## src/rtl/wrc_pkg.sv

```systemverilog
// Shared constants and types for the wake and radio configuration bank
package wrc_pkg;

  // Host register port geometry
  localparam int ADDR_W = 11;
  localparam int DATA_W = 8;

  // Byte offsets of the retained configuration bytes
  localparam logic [10:0] OFS_WAKE_COUNT_LOW = 11'h102;
  localparam logic [10:0] OFS_WAKE_COUNT_HIGH = 11'h103;
  localparam logic [10:0] OFS_WAKE_LIMIT_LOW = 11'h104;
  localparam logic [10:0] OFS_WAKE_LIMIT_HIGH = 11'h105;
  localparam logic [10:0] OFS_LISTEN_DWELL_COUNT = 11'h106;
  localparam logic [10:0] OFS_DWELL_TICK_DIVIDER = 11'h107;
  localparam logic [10:0] OFS_LISTEN_SIGNAL_THRESHOLD = 11'h108;
  localparam logic [10:0] OFS_CHANNEL_WORD_LOW = 11'h109;
  localparam logic [10:0] OFS_CHANNEL_WORD_MID = 11'h10a;
  localparam logic [10:0] OFS_CHANNEL_WORD_HIGH = 11'h10b;
  localparam logic [10:0] OFS_BIT_RATE_LOW = 11'h10c;
  localparam logic [10:0] OFS_DEVIATION_RATE_HIGH = 11'h10d;
  localparam logic [10:0] OFS_TONE_DEVIATION_LOW = 11'h10e;
  localparam logic [10:0] OFS_DEMOD_BANDWIDTH = 11'h10f;

  // First byte held by the bank and the number of bytes it holds
  localparam logic [10:0] OFS_FIRST = OFS_WAKE_COUNT_LOW;
  localparam int REG_COUNT = 14;

  // Field positions inside the shared rate and deviation byte
  localparam int RATE_HIGH_LSB = 0;
  localparam int DEVIATION_HIGH_LSB = 4;

  // Reset values of the stored bytes
  localparam logic [7:0] RST_CFG_BYTE = 8'h00;
  localparam logic [7:0] RST_READ_DATA = 8'h00;

  // Signal threshold offset in dBm
  localparam logic [8:0] LISTEN_THRESH_OFFSET_DBM = 9'h06b;

  // Dwell tick base: 6.5 MHz made from the 250 MHz clock by a phase step
  localparam int REF_CLK_KHZ = 250000;
  localparam int DWELL_BASE_KHZ = 6500;
  localparam int PHASE_GRAIN_KHZ = 500;
  localparam logic [9:0] PHASE_STEP = 10'(DWELL_BASE_KHZ / PHASE_GRAIN_KHZ);
  localparam logic [9:0] PHASE_MOD = 10'(REF_CLK_KHZ / PHASE_GRAIN_KHZ);
  localparam int DWELL_PRESCALE_SHIFT = 7;

  // Wake sequencer states
  typedef enum logic [1:0] {
    ST_SLEEP,
    ST_LISTEN,
    ST_RECEIVE,
    ST_OFF
  } wrc_state_t;

endpackage

```

## src/rtl/wrc_sync_edge.sv

```systemverilog
// Two-flop synchroniser with rising-edge pulse for a foreign-domain level
`timescale 1ns/1ps
module wrc_sync_edge import wrc_pkg::*; (
  // Clock and reset
  input wire logic clk_in,
  input wire logic rst_in,
  // Foreign level and its synchronised views
  input wire logic async_in,
  output logic level_out,
  output logic rise_out
);

  typedef struct packed {
    logic meta;
    logic stable;
    logic last;
    logic rise;
  } wrc_sync_state_t;

  wrc_sync_state_t s_reg;
  wrc_sync_state_t s_next;

  // The first flop feeds only the second one; the edge uses settled flops
  always_comb begin
    s_next = s_reg;
    s_next.meta = async_in;
    s_next.stable = s_reg.meta;
    s_next.last = s_reg.stable;
    s_next.rise = s_reg.stable & ~s_reg.last;
  end

  always_ff @(posedge clk_in) begin
    if (rst_in) begin
      s_reg <= '0;
    end else begin
      s_reg <= s_next;
    end
  end

  assign level_out = s_reg.stable;
  assign rise_out = s_reg.rise;

endmodule // wrc_sync_edge

```

## src/rtl/wrc_dwell_timer.sv

```systemverilog
// Listen dwell timer: 6.5 MHz base, divider prescale, dwell tick count
`timescale 1ns/1ps
module wrc_dwell_timer import wrc_pkg::*; (
  // Clock and reset
  input wire logic clk_in,
  input wire logic rst_in,
  // Control
  input wire logic start_in,
  input wire logic abort_in,
  input wire logic [7:0] divider_in,
  input wire logic [7:0] dwell_in,
  // Status
  output logic busy_out,
  output logic done_out
);

  typedef struct packed {
    logic [9:0] phase;
    logic [14:0] pre;
    logic [7:0] ticks;
    logic busy;
    logic done;
  } wrc_timer_state_t;

  wrc_timer_state_t s_reg;
  wrc_timer_state_t s_next;
  logic [9:0] phase_sum;
  logic base_en;
  logic [14:0] pre_last;
  logic [7:0] div_eff;

  always_comb begin
    s_next = s_reg;
    s_next.done = 1'b0;
    phase_sum = s_reg.phase + PHASE_STEP;
    base_en = (phase_sum >= PHASE_MOD);
    s_next.phase = base_en ? phase_sum - PHASE_MOD : phase_sum;
    // A zero divider would give no tick at all, so it acts as one
    div_eff = (divider_in == 8'h00) ? 8'h01 : divider_in;
    pre_last = {div_eff, 7'h00} - 15'h0001;
    if (start_in) begin
      s_next.phase = '0;
      s_next.pre = '0;
      s_next.ticks = '0;
      s_next.busy = (dwell_in != 8'h00);
      s_next.done = (dwell_in == 8'h00);
    end else if (abort_in) begin
      s_next.busy = 1'b0;
    end else if (s_reg.busy && base_en) begin
      if (s_reg.pre == pre_last) begin
        s_next.pre = '0;
        if (s_reg.ticks == dwell_in - 8'h01) begin
          s_next.busy = 1'b0;
          s_next.done = 1'b1;
        end else begin
          s_next.ticks = s_reg.ticks + 8'h01;
        end
      end else begin
        s_next.pre = s_reg.pre + 15'h0001;
      end
    end
  end

  always_ff @(posedge clk_in) begin
    if (rst_in) begin
      s_reg <= '0;
    end else begin
      s_reg <= s_next;
    end
  end

  assign busy_out = s_reg.busy;
  assign done_out = s_reg.done;

endmodule // wrc_dwell_timer

```

## src/rtl/wrc_config_bank.sv

```systemverilog
// Retained wake and radio configuration bank with wake sequencer
//
// Overview of operation
// - 16-bit wake counter, counts expiries, 0x102/0x103
// - Counter compared to 16-bit limit at 0x104/0x105
// - Count above limit wakes radio-off, raises interrupt
// - Interrupt only when WAKE_IRQ_EN_IN is high
// - Listen mode powers radio, receives for dwell
// - No preamble within dwell returns to sleep
// - Tick is 128 times divider at 6.5 MHz
// - Threshold dBm is register value minus 107
// - 24-bit channel word from three bytes
// - 12-bit data rate from 0x10C and nibble
// - 12-bit deviation from high nibble and 0x10E
// - Byte at 0x10F sets demodulator bandwidth
`timescale 1ns/1ps
module wrc_config_bank import wrc_pkg::*; (
  // Clock and reset
  input wire logic REF_CLK_IN,
  input wire logic SYS_RST_IN,
  // Host register port
  input wire logic [ADDR_W-1:0] REG_ADDR_IN,
  input wire logic REG_WR_IN,
  input wire logic REG_RD_IN,
  input wire logic [DATA_W-1:0] REG_WDATA_IN,
  output logic [DATA_W-1:0] REG_RDATA_OUT,
  output logic REG_RVALID_OUT,
  // Wake timer, listen control and radio status
  input wire logic WAKE_EXPIRE_IN,
  input wire logic LISTEN_MODE_EN_IN,
  input wire logic WAKE_IRQ_EN_IN,
  input wire logic PREAMBLE_DET_IN,
  input wire logic SLEEP_REQ_IN,
  input wire logic IRQ_ACK_IN,
  // Power state outputs
  output logic SLEEP_OUT,
  output logic RADIO_POWER_OUT,
  output logic RX_ENABLE_OUT,
  output logic RADIO_OFF_STATE_OUT,
  output logic WAKE_IRQ_OUT,
  // Radio parameter outputs
  output logic [23:0] CHANNEL_WORD_OUT,
  output logic [11:0] DATA_RATE_OUT,
  output logic [11:0] TONE_DEVIATION_OUT,
  output logic [7:0] DEMOD_BANDWIDTH_OUT,
  output logic signed [8:0] LISTEN_THRESH_DBM_OUT
);

  // Byte indices inside the stored array
  localparam logic [3:0] IDX_COUNT_LOW = 4'(OFS_WAKE_COUNT_LOW - OFS_FIRST);
  localparam logic [3:0] IDX_COUNT_HIGH = 4'(OFS_WAKE_COUNT_HIGH - OFS_FIRST);
  localparam logic [3:0] IDX_LIMIT_LOW = 4'(OFS_WAKE_LIMIT_LOW - OFS_FIRST);
  localparam logic [3:0] IDX_LIMIT_HIGH = 4'(OFS_WAKE_LIMIT_HIGH - OFS_FIRST);
  localparam logic [3:0] IDX_DWELL =
    4'(OFS_LISTEN_DWELL_COUNT - OFS_FIRST);
  localparam logic [3:0] IDX_DIVIDER =
    4'(OFS_DWELL_TICK_DIVIDER - OFS_FIRST);
  localparam logic [3:0] IDX_THRESH =
    4'(OFS_LISTEN_SIGNAL_THRESHOLD - OFS_FIRST);
  localparam logic [3:0] IDX_CHAN_LOW = 4'(OFS_CHANNEL_WORD_LOW - OFS_FIRST);
  localparam logic [3:0] IDX_CHAN_MID = 4'(OFS_CHANNEL_WORD_MID - OFS_FIRST);
  localparam logic [3:0] IDX_CHAN_HIGH =
    4'(OFS_CHANNEL_WORD_HIGH - OFS_FIRST);
  localparam logic [3:0] IDX_RATE_LOW = 4'(OFS_BIT_RATE_LOW - OFS_FIRST);
  localparam logic [3:0] IDX_SHARED =
    4'(OFS_DEVIATION_RATE_HIGH - OFS_FIRST);
  localparam logic [3:0] IDX_DEV_LOW = 4'(OFS_TONE_DEVIATION_LOW - OFS_FIRST);
  localparam logic [3:0] IDX_BANDWIDTH = 4'(OFS_DEMOD_BANDWIDTH - OFS_FIRST);

  typedef struct packed {
    logic [REG_COUNT-1:0][7:0] cfg;
    wrc_state_t state;
    logic [7:0] rdata;
    logic rvalid;
    logic sleep;
    logic radio_power;
    logic rx_enable;
    logic radio_off;
    logic irq;
    logic [23:0] channel_word;
    logic [11:0] data_rate;
    logic [11:0] tone_deviation;
    logic [7:0] demod_bandwidth;
    logic [8:0] listen_thresh;
  } wrc_bank_state_t;

  wrc_bank_state_t s_reg;
  wrc_bank_state_t s_next;

  // Expiry edge from the slow wake-up timer domain
  logic expire_pulse;

  // Dwell timer handshake
  logic timer_start;
  logic timer_abort;
  logic timer_busy;
  logic timer_done;

  // Working values of the sequencer
  logic wr_hit;
  logic rd_hit;
  logic [3:0] wr_idx;
  logic [3:0] rd_idx;
  logic [15:0] count_now;
  logic [15:0] count_inc;
  logic [15:0] limit_now;
  logic limit_passed;

  // Address decode shared by reads and writes
  function automatic logic bank_hit(input logic [ADDR_W-1:0] addr);
    bank_hit = (addr >= OFS_FIRST) &&
      (addr < OFS_FIRST + 11'(REG_COUNT));
  endfunction

  function automatic logic [3:0] bank_index(input logic [ADDR_W-1:0] addr);
    logic [ADDR_W-1:0] rel;
    rel = addr - OFS_FIRST;
    bank_index = rel[3:0];
  endfunction

  wrc_sync_edge u_expire_sync (
    .clk_in(REF_CLK_IN),
    .rst_in(SYS_RST_IN),
    .async_in(WAKE_EXPIRE_IN),
    .level_out(),
    .rise_out(expire_pulse)
  );

  wrc_dwell_timer u_dwell_timer (
    .clk_in(REF_CLK_IN),
    .rst_in(SYS_RST_IN),
    .start_in(timer_start),
    .abort_in(timer_abort),
    .divider_in(s_reg.cfg[IDX_DIVIDER]),
    .dwell_in(s_reg.cfg[IDX_DWELL]),
    .busy_out(timer_busy),
    .done_out(timer_done)
  );

  always_comb begin
    s_next = s_reg;
    s_next.rvalid = 1'b0;
    timer_start = 1'b0;
    timer_abort = 1'b0;

    wr_hit = REG_WR_IN && bank_hit(REG_ADDR_IN);
    rd_hit = bank_hit(REG_ADDR_IN);
    wr_idx = bank_index(REG_ADDR_IN);
    rd_idx = bank_index(REG_ADDR_IN);

    // Host writes land first; every byte but the wake count holds until rewritten
    if (wr_hit) begin
      s_next.cfg[wr_idx] = REG_WDATA_IN;
    end

    // Reads return the stored byte, zero outside the bank
    if (REG_RD_IN) begin
      s_next.rvalid = 1'b1;
      s_next.rdata = rd_hit ? s_reg.cfg[rd_idx] : RST_READ_DATA;
    end

    // An expiry in a write cycle adds onto the written value, never lost
    count_now = {s_next.cfg[IDX_COUNT_HIGH], s_next.cfg[IDX_COUNT_LOW]};
    count_inc = count_now + 16'h0001;
    limit_now = {s_next.cfg[IDX_LIMIT_HIGH], s_next.cfg[IDX_LIMIT_LOW]};
    limit_passed = (count_inc > limit_now);
    if (expire_pulse) begin
      s_next.cfg[IDX_COUNT_HIGH] = count_inc[15:8];
      s_next.cfg[IDX_COUNT_LOW] = count_inc[7:0];
    end

    unique case (s_reg.state)
      ST_SLEEP: begin
        if (expire_pulse) begin
          if (limit_passed) begin
            s_next.state = ST_OFF;
          end else if (LISTEN_MODE_EN_IN) begin
            s_next.state = ST_LISTEN;
            timer_start = 1'b1;
          end
        end
      end
      ST_LISTEN: begin
        if (PREAMBLE_DET_IN) begin
          s_next.state = ST_RECEIVE;
          timer_abort = 1'b1;
        end else if (timer_done) begin
          s_next.state = ST_SLEEP;
        end
      end
      ST_RECEIVE: begin
        if (SLEEP_REQ_IN) begin
          s_next.state = ST_SLEEP;
        end
      end
      ST_OFF: begin
        if (SLEEP_REQ_IN) begin
          s_next.state = ST_SLEEP;
        end
      end
    endcase

    // Sticky interrupt: a new set beats an acknowledge in the same cycle
    if (s_reg.state == ST_SLEEP && expire_pulse && limit_passed &&
        WAKE_IRQ_EN_IN) begin
      s_next.irq = 1'b1;
    end else if (IRQ_ACK_IN) begin
      s_next.irq = 1'b0;
    end

    // Power outputs follow the next state so they move with it
    s_next.sleep = (s_next.state == ST_SLEEP);
    s_next.radio_power = (s_next.state == ST_LISTEN) ||
      (s_next.state == ST_RECEIVE);
    s_next.rx_enable = (s_next.state == ST_LISTEN) ||
      (s_next.state == ST_RECEIVE);
    s_next.radio_off = (s_next.state == ST_OFF);

    // Radio parameters are registered from the stored bytes; the threshold is its byte minus 107
    s_next.channel_word = {s_next.cfg[IDX_CHAN_HIGH],
      s_next.cfg[IDX_CHAN_MID], s_next.cfg[IDX_CHAN_LOW]};
    s_next.data_rate = {s_next.cfg[IDX_SHARED][RATE_HIGH_LSB +: 4],
      s_next.cfg[IDX_RATE_LOW]};
    s_next.tone_deviation = {
      s_next.cfg[IDX_SHARED][DEVIATION_HIGH_LSB +: 4],
      s_next.cfg[IDX_DEV_LOW]};
    s_next.demod_bandwidth = s_next.cfg[IDX_BANDWIDTH];
    s_next.listen_thresh = {1'b0, s_next.cfg[IDX_THRESH]} -
      LISTEN_THRESH_OFFSET_DBM;
  end

  always_ff @(posedge REF_CLK_IN) begin
    if (SYS_RST_IN) begin
      s_reg.cfg <= {REG_COUNT{RST_CFG_BYTE}};
      s_reg.state <= ST_SLEEP;
      s_reg.rdata <= RST_READ_DATA;
      s_reg.rvalid <= 1'b0;
      s_reg.sleep <= 1'b1;
      s_reg.radio_power <= 1'b0;
      s_reg.rx_enable <= 1'b0;
      s_reg.radio_off <= 1'b0;
      s_reg.irq <= 1'b0;
      s_reg.channel_word <= '0;
      s_reg.data_rate <= '0;
      s_reg.tone_deviation <= '0;
      s_reg.demod_bandwidth <= '0;
      s_reg.listen_thresh <= 9'h000 - LISTEN_THRESH_OFFSET_DBM;
    end else begin
      s_reg <= s_next;
    end
  end

  // Every output is a flop of the state struct
  assign REG_RDATA_OUT = s_reg.rdata;
  assign REG_RVALID_OUT = s_reg.rvalid;
  assign SLEEP_OUT = s_reg.sleep;
  assign RADIO_POWER_OUT = s_reg.radio_power;
  assign RX_ENABLE_OUT = s_reg.rx_enable;
  assign RADIO_OFF_STATE_OUT = s_reg.radio_off;
  assign WAKE_IRQ_OUT = s_reg.irq;
  assign CHANNEL_WORD_OUT = s_reg.channel_word;
  assign DATA_RATE_OUT = s_reg.data_rate;
  assign TONE_DEVIATION_OUT = s_reg.tone_deviation;
  assign DEMOD_BANDWIDTH_OUT = s_reg.demod_bandwidth;
  assign LISTEN_THRESH_DBM_OUT = s_reg.listen_thresh;

endmodule // wrc_config_bank

```

## config.mk

```make
export PLATFORM = sky130hd
export DESIGN_NAME = wrc_config_bank
export DESIGN_NICKNAME = d
export VERILOG_FILES = /design/src/rtl/wrc_pkg.sv /design/src/rtl/wrc_sync_edge.sv /design/src/rtl/wrc_dwell_timer.sv /design/src/rtl/wrc_config_bank.sv
export SDC_FILE = /design/constraint.sdc
export NUM_CORES = 1
export LEC_CHECK = 0
export ABC_AREA = 0
export BUFFER_PORTS_ARGS = -buffer_cell sky130_fd_sc_hd__buf_2
export CORE_MARGIN = 5
export CORE_UTILIZATION = 60
export CTS_BUF_LIST = sky130_fd_sc_hd__clkbuf_8
export CTS_CLUSTER_SIZE = 14
export DETAILED_ROUTE_END_ITERATION = 8
export HOLD_SLACK_MARGIN = 0.1
export PLACE_DENSITY = 0.81
export SETUP_SLACK_MARGIN = 0.2
export SLEW_MARGIN = 5
export SYNTH_ARGS = -nofsm -noshare
export SYNTH_HDL_FRONTEND = slang
export SYNTH_SLANG_ARGS = --single-unit
```

## constraint.sdc

```tcl
create_clock -name REF_CLK_IN -period 12.65 [get_ports REF_CLK_IN]
set_input_delay 1.8975 -clock REF_CLK_IN [delete_from_list [all_inputs] [get_ports REF_CLK_IN]]
set_output_delay 1.8975 -clock REF_CLK_IN [all_outputs]
set_load 0.02 [all_outputs]
```

# Yosys cells after proc, flatten, opt, wreduce, memory -nomap -nowiden
# Index checks and enable logic that the tools add are counted.
# classes
add_sub_neg	9
magnitude_cmp	6
eq_ne	8
mux	34
bitwise	4
reduce_logical	22
# ops
operator	n
$bwmux W112	1
$mux W112	1
$mux W8	5
$bmux W8 S4	1
$demux W8 S4	1
$mux W25	1
$mux W10	2
$add A16 B1 Y16 const B	1
$gt A16 B16 Y1	1
$logic_not A8 Y1	2
$mux W16	1
$mux W2	8
$add A15 B1 Y15 const B	1
$eq A15 B15 Y1	1
$mux W15	1
$sub A15 B1 Y15 const B	1
$ge A11 B9 Y1 const B	1
$lt A11 B9 Y1 const B	1
$mux W1	11
$add A10 B4 Y10 const B	1
$ge A10 B9 Y1 const B	1
$sub A10 B9 Y10 const B	1
$reduce_bool A3 Y1	3
$sub A8 B7 Y9 const B	1
other kinds (20)	34
# word_totals
regBits	223
input_bits	29
out_inout_bits	79
elab_cells	117

# Longest topological paths before layout
# Gate-level depths: netlist of run 1.
# depth
word_depth	14
ltp_mapped	25
ltp_nobuf	21

# Modules after synthesis
# Synthesis of run 1 repeated with hierarchy kept, for this count alone.
# unflattened
hier_cells	1191
hier_area_um2	10385.0
# modules_own_cells
module	n_inst	cells_each	area_each_um2	seq_area_each_um2
wrc_config_bank	1	877	7845.0	2722.6
wrc_dwell_timer	1	306	2428.6	700.7
wrc_sync_edge	1	8	111.4	80.1

# Worst setup path after synthesis of run 1
# Ideal clock, no wire load.
# synth_timing
path_type	input-to-reg
startpoint	in REG_ADDR_IN[1]
endpoint	reg s_reg (netlist bit RX_ENABLE_OUT)
setup_time_ns	0.128
t_arrival_ns	6.575
t_required_ns	12.522
path_slack_ns	5.947
path_stages	23
path_buffers	4
cell_sequence	buf_2 inv_1 ha_1 xnor2_1 and2_1 and3_1 buf_2 buf_2 mux2_2 ha_1 buf_1 nand3_1 xor2_1 a21oi_1 ha_1 a211oi_1 nand2_1 o311ai_0 a21oi_1 a21oi_1 inv_1 ha_1 nor2b_1
# synth_lines
item	line_no	text
start, declared	wrc_config_bank.sv:22	input wire logic [ADDR_W-1:0] REG_ADDR_IN,
end signal, assigned	wrc_config_bank.sv:249	s_reg <= s_next;
end, declared	wrc_config_bank.sv:87	wrc_bank_state_t s_reg;

# Worst setup path after layout of run 1
# layout_timing
startpoint	in REG_ADDR_IN[1]
endpoint	reg u_dwell_timer.s_reg (netlist bit u_dwell_timer.busy_out)
# layout_between
elab_chain_cells	14
elab_cells_between_ends	22
# layout_rtl
item	line_no	text
$sub A4 B2 Y4	wrc_config_bank.sv:117	rel = addr - OFS_FIRST;
$lt A4 B5 Y1 (implied by the code) / $ge A4 B1 Y1 (equally long branches)	wrc_config_bank.sv:153	s_next.cfg[wr_idx] = REG_WDATA_IN;
$logic_and A1 B1 Y1 (implied by the code)	wrc_config_bank.sv:153	
$mux W8 (implied by the code)	wrc_config_bank.sv:153	
$demux W8 S4	wrc_config_bank.sv:153	
$bwmux W112	wrc_config_bank.sv:153	
$mux W112 (*)	wrc_config_bank.sv:152	if (wr_hit) begin
$add A16 B1 Y16	wrc_config_bank.sv:164	count_inc = count_now + 16'h0001;
$gt A16 B16 Y1 (*)	wrc_config_bank.sv:166	limit_passed = (count_inc > limit_now);
$mux W1 (*)	wrc_config_bank.sv:175	if (limit_passed) begin
$mux W1 (*)	wrc_config_bank.sv:174	if (expire_pulse) begin
$mux W1 (*)	wrc_config_bank.sv:172	unique case (s_reg.state)
$reduce_bool A3 Y1 (no line)	n/a	
$reduce_and A3 Y1 (no line)	n/a	
end signal, assigned	wrc_dwell_timer.sv:68	s_reg <= s_next;
end, declared	wrc_dwell_timer.sv:25	wrc_timer_state_t s_reg;
# Mark *: on every way between the ends. The rest lies on a longest branch, timed or not. The select of a mux whose other input is x is not followed.
# A chain may end at the register's enable or synchronous reset.

==> results.py, run 1 <==
metrics = {
    "routing": {
        "routedLengthMet1_um": 11800,
        "vias": 8855,
        "topRoutingLayerUsed": "met5",
        "wire_per_inst_um": 19.2,
        "ant_nets": 0,
        "dr_wl_met2_um": 12300,
        "routed_wl_um": 27700,
        "drc_errors": 0,
        "drtPass1Iterations": 8,
        "route.met3.wl_um": 2670,
        "drt-vias-per-instance": 6.15,
        "drt-initial-drc-count": 978,
    },
    "worst_setup_path": {
        "cp_common_cell": "ha_1",
        "path_delay_family": "simple AND/OR/NAND/NOR gates",
        "cp_num_buf_inv": 3,
        "rr_startpoint": "s_reg[83]",
        "ff2ff_setup_slack_ns": 8.37,
        "r2r.worst_path.cells": 13,
        "path_cells": "buf_2 > buf_4 > inv_1 > ha_1 > xnor2_1 > and2_1 > and3_1 > mux2_2 > ha_1 > and2_1 > nand2_1 > xor2_1 > ha_1 > nand4_1 > a211oi_1 > o311ai_0 > a21oi_1 > nand2_1 > o31ai_1",
        "cp-start-kind": "input port",
        "cp.required_ns": 13.04,
        "cp_max_fo": 31,
        "cpPeakStageDelay_ns": 0.62,
        "crit_arrival_ns": 7.90,
        "end_kind": "flip-flop",
        "r2r_end": "u_dwell_timer.busy_out",
        "crit_slowest_cell": "and3_1",
        "critPathKind": "in -> reg",
    },
    "clock_tree": {
        "clockBufferDepth": 2,
        "clkTransAtPathRegs_ns": 0.10,
        "hold_buffers": 0,
        "root_buffer": "clkbuf_8",
        "cts_max_level": 4,
        "clk_latency_ns": 0.47,
        "cts_tree": "yes",
        "cts_setup_buffers": 0,
        "cts.sink_count": 175,
        "cts_buffers": 17,
        "cts_resized": 0,
    },
    "finish": {
        "final_common_cell": "dfxtp_1",
        "layout-drive-gt1-share_pct": 16.1,
        "nNetsFinal": 1266,
        "finish.instance_area_um2": 10700,
        "largest_reg_flops": 102,
        "antennaDiodeCount": 0,
        "area_growth_pct": 5.06,
        "fin_util_pct": 64.3,
        "final_cell_mix": "dfxtp_1, nand2_1, nor2_1, buf_2, a21oi_1",
    },
    "sta": {
        "max_slew_margin_pct": 23.2,
        "fmax_mhz": 133,
        "fin_crit_ns": 7.50,
        "grt_setup_unrepaired": "no",
        "hold_viol": 0,
        "min_period_over_period_pct": 59.3,
        "layout_setup_ws_ns": 5.15,
        "setup_viol": 0,
        "clock_skew_ns": 0.0160,
        "worst_pin_slew_ns": 1.15,
        "maxSlewViolCount": 0,
        "tns_ns": 0,
    },
    "floorplanning": {
        "die_h_um": 140,
        "initial_core_util_pct": 61.2,
        "die_area_um2": 19700,
        "rows": 47,
        "die_w_um": 140,
        "core_area_um2": 16600,
        "num_io_pins": 108,
    },
    "grt": {
        "grt_pass1_vias": 8485,
        "grt_usage_pct": 28.0,
        "grt_first_pass_wirelength_um": 44800,
        "grt_overflow": 0,
        "antenna_found_initial": 1,
        "grt_max_degree": 112,
    },
    "placed_design": {
        "dp_slack_ns": 4.81,
        "io_buffers": 107,
        "gp_congestion": 0.977,
        "place_hpwl_um": 19600,
        "place_area_um2": 10300,
    },
    "logic_synthesis": {
        "syn_area_per_cell_um2": 8.44,
        "async_reset_ff_share_pct": 0,
        "synth_edf_count": 0,
        "synth-seq-cells": 175,
        "synth_seq_area_share_pct": 34.4,
        "syn_area_um2": 10200,
        "syn_inst": 1207,
        "syn-num-nets": 1265,
        "synthFlopType": "dfxtp_1",
        "yosysWarnings": 0,
        "yosysUniqueCellTypes": 62,
    },
    "power": {
        "pwr-share-seq_pct": 52.9,
        "ir_worst_vdd_v": 0.0000629,
        "p_sw_share_pct": 27.6,
        "combinationalPowerShare_pct": 8.0,
        "powerDensity_nw_per_um2": 99.3,
        "power_mw": 1.06,
        "power_frac_clock_pct": 39.1,
        "p_int_mw": 0.769,
        "p_leak_nw": 4.12,
        "switchingPower_mw": 0.293,
    },
    "hold_path": {
        "holdPathEnd": "u_expire_sync.rise_out",
        "hp-class": "reg -> reg",
        "hp-start": "u_expire_sync.s_reg[1]",
        "worstHoldPathCells": 1,
    },
    "run": {
        "maxCapViolCount": 0,
    },
    "run_status": {
        "status": "finished, final reports clean",
    },
}
[area by class of cell]
cell class	instances	area [um^2]
timing repair buffer	116	606
fill	1411	5940
clock buffer	17	234
tap	220	275
inverter	15	56.3
multi-input combinational	883	5830
clock inverter	15	196
sequential	175	3500
[power by group through the flow]
stage / logic (mW) / registers, mW / clock network [mW]
2_1_floorplan: 0.0601 / 0.574 / 0
3_3_place_gp: 0.0821 / 0.574 / 0
3_5_place_dp: 0.0830 / 0.575 / 0
4_1_cts: 0.0837 / 0.562 / 0.419
5_1_grt: 0.0922 / 0.563 / 0.445
6_report: 0.0852 / 0.562 / 0.415
[cells by family after synthesis]
logic type,share of synthesized area (%)
and+or+nand+nor,23.1
AOI/OAI and AO/OA,10.4
DFF,34.4
buffers and inverters,8.42
muxes,13.2
xor gates and xnor gates,6.97
adders and majority gates,3.56
[worst max path at each step]
stage / slack [ns] / startpoint / cells after the start / end
after floorplan: 5.95 / REG_ADDR_IN[1] / 23 / RX_ENABLE_OUT
after global placement: 5.02 / REG_ADDR_IN[1] / 19 / u_dwell_timer.busy_out
after global routing: 4.69 / REG_ADDR_IN[1] / 19 / u_dwell_timer.busy_out
after detailed placement: 4.81 / REG_ADDR_IN[1] / 19 / u_dwell_timer.busy_out
final: 5.15 / REG_ADDR_IN[1] / 19 / u_dwell_timer.busy_out
after CTS: 5.28 / REG_ADDR_IN[1] / 19 / u_dwell_timer.busy_out
[stage by stage]
stage                     std cells  hold WS (ns)
final                          1441         0.385
after detailed placement       1409         0.376
after floorplan                1207         0.367
after global routing           1441         0.422
after global placement         1409         0.371
after CTS                      1441         0.390
[routing by layer]
metal,track usage (%),vias to the layer above
met3,7.29,80
met1,38.3,4138
met2,42.2,504
met5,0,-
li1,-,4131
met4,11.6,2
[Yosys cell counts, drive strengths merged, types with 2 or more instances]
master | n | area, um^2
a2111o | 2 | 22.5
a2111oi | 2 | 17.5
a211oi | 8 | 60.1
a21bo | 2 | 20.0
a21boi | 4 | 30.0
a21oi | 98 | 494
a221oi | 3 | 26.3
a22oi | 6 | 45.0
a41oi | 2 | 17.5
and2 | 12 | 75.1
and3 | 20 | 125
and4 | 6 | 52.6
buf | 89 | 632
clkbuf | 45 | 169
dfxtp | 175 | 3500
ha | 29 | 363
inv | 15 | 56.3
mux2 | 5 | 56.3
mux2i | 65 | 651
mux4 | 28 | 634
nand2 | 174 | 653
nand2b | 9 | 56.3
nand3 | 41 | 205
nand3b | 2 | 27.5
nand4 | 24 | 150
nor2 | 129 | 489
nor2b | 23 | 144
nor3 | 23 | 125
nor3b | 6 | 45.0
nor4 | 9 | 71.3
o211ai | 4 | 30.0
o21ai | 29 | 145
o21ba | 2 | 20.0
o21bai | 3 | 22.5
o31ai | 5 | 37.5
or2 | 4 | 25.0
or3 | 9 | 56.3
or3b | 2 | 17.5
xnor2 | 50 | 438
xor2 | 31 | 272
Note: power is estimated with default switching activity, not from simulation.
==> run 2: changes to the inputs <==
ABC_AREA = 1   (was 0)
CORE_UTILIZATION = 55   (was 60)
PLACE_DENSITY = 0.78   (was 0.81)
clock period = 6.7 ns   (was 12.65 ns; I/O delays follow)
==> run 2 against run 1 <==
Net effect: combinational power rose to 2.6 times the previous value; non-clock buffer count fell by 5; die area rose by 6.5%; clock skew fell by 0.0014 ns; via count rose by 7.6%; synthesized cell count rose by 16%; sequential share of layout area rose by 0.58 points.
==> results.py, run 2 <==
metrics = {
    "logic_synthesis": {
        "ys_top_cells_by_area": "dfxtp_1, nand2_1, nor2_1",
        "yosysWarnings": 0,
        "syn_area_um2": 9990,
        "syn_area_per_cell_um2": 7.15,
        "post-synth-top-count-cell": "nand2_1",
        "synth-seq-cells": 175,
        "synth_common_cells": "nand2_1, dfxtp_1, nor2_1",
        "synth_seq_area_share_pct": 35.1,
        "syn_inst": 1397,
        "async_reset_ff_share_pct": 0,
        "syn-num-nets": 1455,
        "synth_edf_count": 0,
        "yosysUniqueCellTypes": 55,
        "synth_largest_area_cell": "dfxtp_1",
        "synthFlopType": "dfxtp_1",
        "synth_top_area_share_pct": 35.1,
    },
    "worst_setup_path": {
        "cp_max_fo": 20,
        "crit_arrival_ns": 5.22,
        "r2r.worst_path.cells": 21,
        "end_kind": "flip-flop",
        "cpPeakStageDelay_ns": 0.48,
        "cp_common_cell": "nand2_1",
        "cp-start-kind": "input port",
        "critPathKind": "in -> reg",
        "cp_num_buf_inv": 7,
        "ff2ff_setup_slack_ns": 3.18,
        "path_delay_family": "simple AND/OR/NAND/NOR gates",
        "rr_startpoint": "s_reg[81]",
        "r2r_end": "u_dwell_timer.s_reg[32]",
        "crit_slowest_cell": "inv_1",
        "cp.required_ns": 7.03,
    },
    "clock_tree": {
        "cts_resized": 0,
        "cts_setup_buffers": 0,
        "clkTransAtPathRegs_ns": 0.09,
        "cts_max_level": 4,
        "clockBufferDepth": 2,
        "hold_buffers": 0,
        "cts.sink_count": 175,
        "cts_tree": "yes",
        "root_buffer": "clkbuf_8",
        "clk_latency_ns": 0.48,
        "cts_buffers": 17,
    },
    "finish": {
        "regArea_um2": 3500,
        "multi_input_area_um2": 5110,
        "antennaDiodeCount": 0,
        "final_common_cell": "nand2_1",
        "fin_util_pct": 58.7,
        "finish.instance_area_um2": 10500,
        "area_growth_pct": 5.25,
        "layout-drive-gt1-share_pct": 13.8,
        "fillers": 1654,
        "largest_reg_flops": 102,
        "final_cell_mix": "nand2_1, dfxtp_1, nor2_1, inv_1, a21oi_1",
        "nNetsFinal": 1466,
    },
    "power": {
        "powerDensity_nw_per_um2": 196,
        "power_mw": 2.06,
        "ir_worst_vdd_v": 0.000149,
        "p_leak_nw": 4.82,
    },
    "hold_path": {
        "hp-start": "u_expire_sync.s_reg[1]",
        "holdPathEnd": "u_expire_sync.rise_out",
        "worstHoldPathCells": 1,
        "hp-class": "reg -> reg",
    },
    "grt": {
        "antenna_found_initial": 0,
        "grt_max_degree": 61,
        "grt_first_pass_wirelength_um": 44600,
        "grt_pass1_vias": 8628,
        "grt_overflow": 0,
        "grt_usage_pct": 26.8,
    },
    "floorplanning": {
        "rows": 49,
        "initial_core_util_pct": 55.8,
        "die_h_um": 145,
        "core_area_um2": 17900,
        "num_io_pins": 108,
        "die_w_um": 145,
        "die_area_um2": 21000,
    },
    "routing": {
        "drc_errors": 0,
        "routed_wl_um": 28000,
        "wire_per_inst_um": 17.0,
        "vias": 9531,
        "ant_nets": 0,
        "drt-vias-per-instance": 5.78,
        "drt-initial-drc-count": 1064,
        "drtPass1Iterations": 6,
    },
    "sta": {
        "max_slew_margin_pct": 31.4,
        "tns_ns": 0,
        "fmax_mhz": 205,
        "fin_crit_ns": 4.88,
        "setup_viol": 0,
        "hold_slack_ns": 0.402,
        "hold_viol": 0,
        "grt_setup_unrepaired": "no",
        "maxSlewViolCount": 0,
        "min_period_over_period_pct": 72.9,
        "clock_skew_ns": 0.0146,
        "worst_pin_slew_ns": 1.03,
    },
    "placed_design": {
        "place_area_um2": 10100,
        "place_hpwl_um": 20500,
        "io_buffers": 107,
        "gp_congestion": 0.957,
    },
    "run_status": {
        "status": "finished, final reports clean",
    },
    "run": {
        "maxCapViolCount": 0,
    },
}
-- run 2: changes by cell type in the layout (fill, tap and decap cells not counted), moves of 23 or more --
| cell | change |
|---|---|
| nor2_1 | +27 |
| inv_1 | +129 |
| o22ai_1 | +41 |
| nand2_1 | +46 |
| mux2i_1 | -49 |
| nor2b_1 | -23 |
| mux4_2 | -27 |
| xnor2_1 | -44 |
| nand3_1 | +30 |
| o21ai_0 | +63 |
-- run 2: stage by stage --
step / setup WS [ns] / cells
after floorplan: 2.04 / 1397
after global placement: 1.52 / 1618
after detailed placement: 1.38 / 1618
after CTS: 1.87 / 1650
after global routing: 1.36 / 1650
final: 1.82 / 1650
-- run 2: final cells by class --
cell class	count	share of cell area, %
multi-input combinational	937	48.6
sequential	175	33.3
inverter	166	5.95
timing repair buffer	111	5.38
clock buffer	21	2.75
tap	229	2.73
clock inverter	11	1.23
-- run 2: report_power, final --
| group | internal [mW] | total (mW) | switching [mW] |
|---|---|---|---|
| registers | 1.05 | 1.06 | 0.0114 |
| clock network | 0.376 | 0.781 | 0.405 |
| logic | 0.0620 | 0.218 | 0.156 |
| total | 1.49 | 2.06 | 0.572 |
-- run 2: cells by family after synthesis --
group	after synthesis	synth area share, %
buf+inv	285	13.7
compound gates	319	18.4
fa+ha+maj	29	3.63
xor+xnor	33	2.97
simple gates	540	24.6
mux	16	1.60
flops	175	35.1
-- run 2: per-layer routing --
layer  vias up  track usage [%]  wire length [um]
li1       4614                -                 -
met1      4370             38.4             12400
met2       468             39.7             11900
met3        79             5.23              2730
met4         0             10.6               934
met5         -                0                 0
-- run 2: worst max path at each step --
stage                         from                       to  cells past startpoint
floorplan           REG_ADDR_IN[2]                SLEEP_OUT                     30
global placement    REG_ADDR_IN[1]  u_dwell_timer.s_reg[32]                     29
detailed placement  REG_ADDR_IN[1]                SLEEP_OUT                     31
CTS                 REG_ADDR_IN[1]  u_dwell_timer.s_reg[32]                     29
global route        REG_ADDR_IN[1]  u_dwell_timer.s_reg[32]                     29
finish              REG_ADDR_IN[1]  u_dwell_timer.s_reg[32]                     29
==> run 3: changes to the inputs <==
clock period = 4.03 ns   (was 6.7 ns; I/O delays follow)
==> run 3 against run 2 <==
Net effect: clock-buffer cell count down 4; critical path depth grew 1; die area unchanged; power grew 64%; hold slack lost 0.054 ns; register-to-register slack got worse by 2.3 ns; critical path type unchanged.
==> results.py, run 3 (same netlist as run 2, synthesis figures left out) <==
metrics = {
    "run_status": {
        "status": "finished, final reports clean",
    },
    "floorplanning": {
        "core_area_um2": 17900,
        "die_h_um": 145,
        "initial_core_util_pct": 55.8,
        "num_io_pins": 108,
        "die_area_um2": 21000,
        "die_w_um": 145,
        "rows": 49,
    },
    "sta": {
        "worst_pin_slew_ns": 0.940,
        "grt_setup_unrepaired": "yes",
        "hold_slack_ns": 0.349,
        "fin_crit_ns": 3.77,
        "hold_viol": 0,
        "clock_skew_ns": 0.0103,
        "setup_viol": 0,
        "maxSlewViolCount": 0,
        "fmax_mhz": 265,
        "min_period_over_period_pct": 93.6,
        "max_slew_margin_pct": 37.1,
    },
    "worst_setup_path": {
        "r2r.worst_path.cells": 22,
        "cp.required_ns": 4.39,
        "cp-start-kind": "input port",
        "crit_slowest_cell": "ha_4",
        "end_kind": "flip-flop",
        "r2r_end": "SLEEP_OUT",
        "cp_common_cell": "nor2_4",
        "rr_startpoint": "s_reg[82]",
        "crit_path_end": "SLEEP_OUT",
        "crit_arrival_ns": 4.13,
        "cp-startpoint": "REG_ADDR_IN[2]",
        "cpPeakStageDelay_ns": 0.27,
        "critPathKind": "in -> reg",
        "ff2ff_setup_slack_ns": 0.85,
        "cp_max_fo": 6,
    },
    "finish": {
        "layout-drive-gt1-share_pct": 21.4,
        "nNetsFinal": 1542,
        "area_growth_pct": 13.2,
        "final_cell_mix": "nand2_1, dfxtp_1, nor2_1, inv_1, a21oi_1",
        "antennaDiodeCount": 0,
        "finish.instance_area_um2": 11300,
        "final_common_cell": "nand2_1",
        "largest_reg_flops": 102,
    },
    "power": {
        "p_leak_nw": 5.22,
        "power_mw": 3.38,
        "powerDensity_nw_per_um2": 299,
        "ir_worst_vdd_v": 0.000250,
    },
    "grt": {
        "grt_first_pass_wirelength_um": 46000,
        "grt_overflow": 0,
        "grt_pass1_vias": 8947,
        "grt_max_degree": 77,
        "antenna_found_initial": 0,
        "grt_usage_pct": 27.7,
    },
    "routing": {
        "ant_nets": 0,
        "drc_errors": 0,
        "routed_wl_um": 29100,
        "drtPass1Iterations": 6,
        "vias": 9803,
        "wire_per_inst_um": 16.9,
        "drt-vias-per-instance": 5.68,
        "drt-initial-drc-count": 1006,
    },
    "placed_design": {
        "io_buffers": 107,
        "gp_congestion": 0.992,
        "place_hpwl_um": 21900,
        "place_area_um2": 10700,
    },
    "run": {
        "maxCapViolCount": 0,
    },
    "clock_tree": {
        "cts_tree": "yes",
        "cts_buffers": 17,
        "cts_max_level": 4,
        "cts.sink_count": 175,
        "clk_latency_ns": 0.47,
        "clkTransAtPathRegs_ns": 0.09,
        "root_buffer": "clkbuf_8",
        "clockBufferDepth": 2,
    },
    "hold_path": {
        "hp-class": "in -> reg",
    },
}
[run 3: layout make-up]
cell class                      count  area (um^2)
Sequential cell                   175         3500
Timing Repair Buffer              187         1160
Inverter                          166          634
Clock buffer                       17          234
Fill cell                        1597         6600
Tap cell                          229          287
Multi-Input combinational cell    937         5350
Clock inverter                     15          138
[run 3: through the flow]
step	utilization (%)	setup slack (ns)	cells	setup TNS, ns
after floorplan	-	0.0745	1397	0
after global routing	63.1	0.0772	1726	0
after detailed placement	59.7	-0.220	1685	-2.32
after global placement	59.7	-0.0966	1685	-0.493
final	63.1	0.257	1726	0
after CTS	61.8	0.270	1717	0
[run 3: metal layers]
metal  part of all wire, %  global-route usage [%]  vias to the layer above
met1                    42                    37.4                     4461
met2                    44                    41.6                      478
met4                   4.5                    13.2                        0
met5                     0                       0                        -
met3                    10                    6.87                       94
li1                      -                       -                     4770
[run 3: what timing repair did]
item,4_1_cts,5_1_grt
resized for setup,0,45
endpoints found under the setup margin,0,37
buffers inserted,0,9
hold buffers,0,0
[run 3: how the worst min path moves through the flow]
stage / from / endpoint / slack, ns / cells past startpoint
2_1_floorplan: u_expire_sync.s_reg[1] / u_expire_sync.rise_out / 0.37 / 1
3_3_place_gp: u_expire_sync.s_reg[1] / u_expire_sync.rise_out / 0.38 / 1
3_5_place_dp: u_expire_sync.s_reg[1] / u_expire_sync.rise_out / 0.38 / 1
4_1_cts: WAKE_EXPIRE_IN / u_expire_sync.s_next[2] / 0.33 / 3
5_1_grt: WAKE_EXPIRE_IN / u_expire_sync.s_next[2] / 0.35 / 3
6_report: WAKE_EXPIRE_IN / u_expire_sync.s_next[2] / 0.35 / 3
[run 3: power breakdown]
part           total (mW)  internal (mW)  switching [mW]
clock network        1.18          0.498           0.683
registers            1.77           1.75          0.0191
logic               0.432          0.147           0.285
[run 3: worst max-delay path, delay by kind of cell]
family | cells | cell delay [ns]
and+or+nand+nor | 16 | 1.78
AOI/OAI and AO/OA | 2 | 0.35
xor gates and xnor gates | 1 | 0.18
buffers and inverters | 7 | 0.47
adders and majority gates | 4 | 0.72
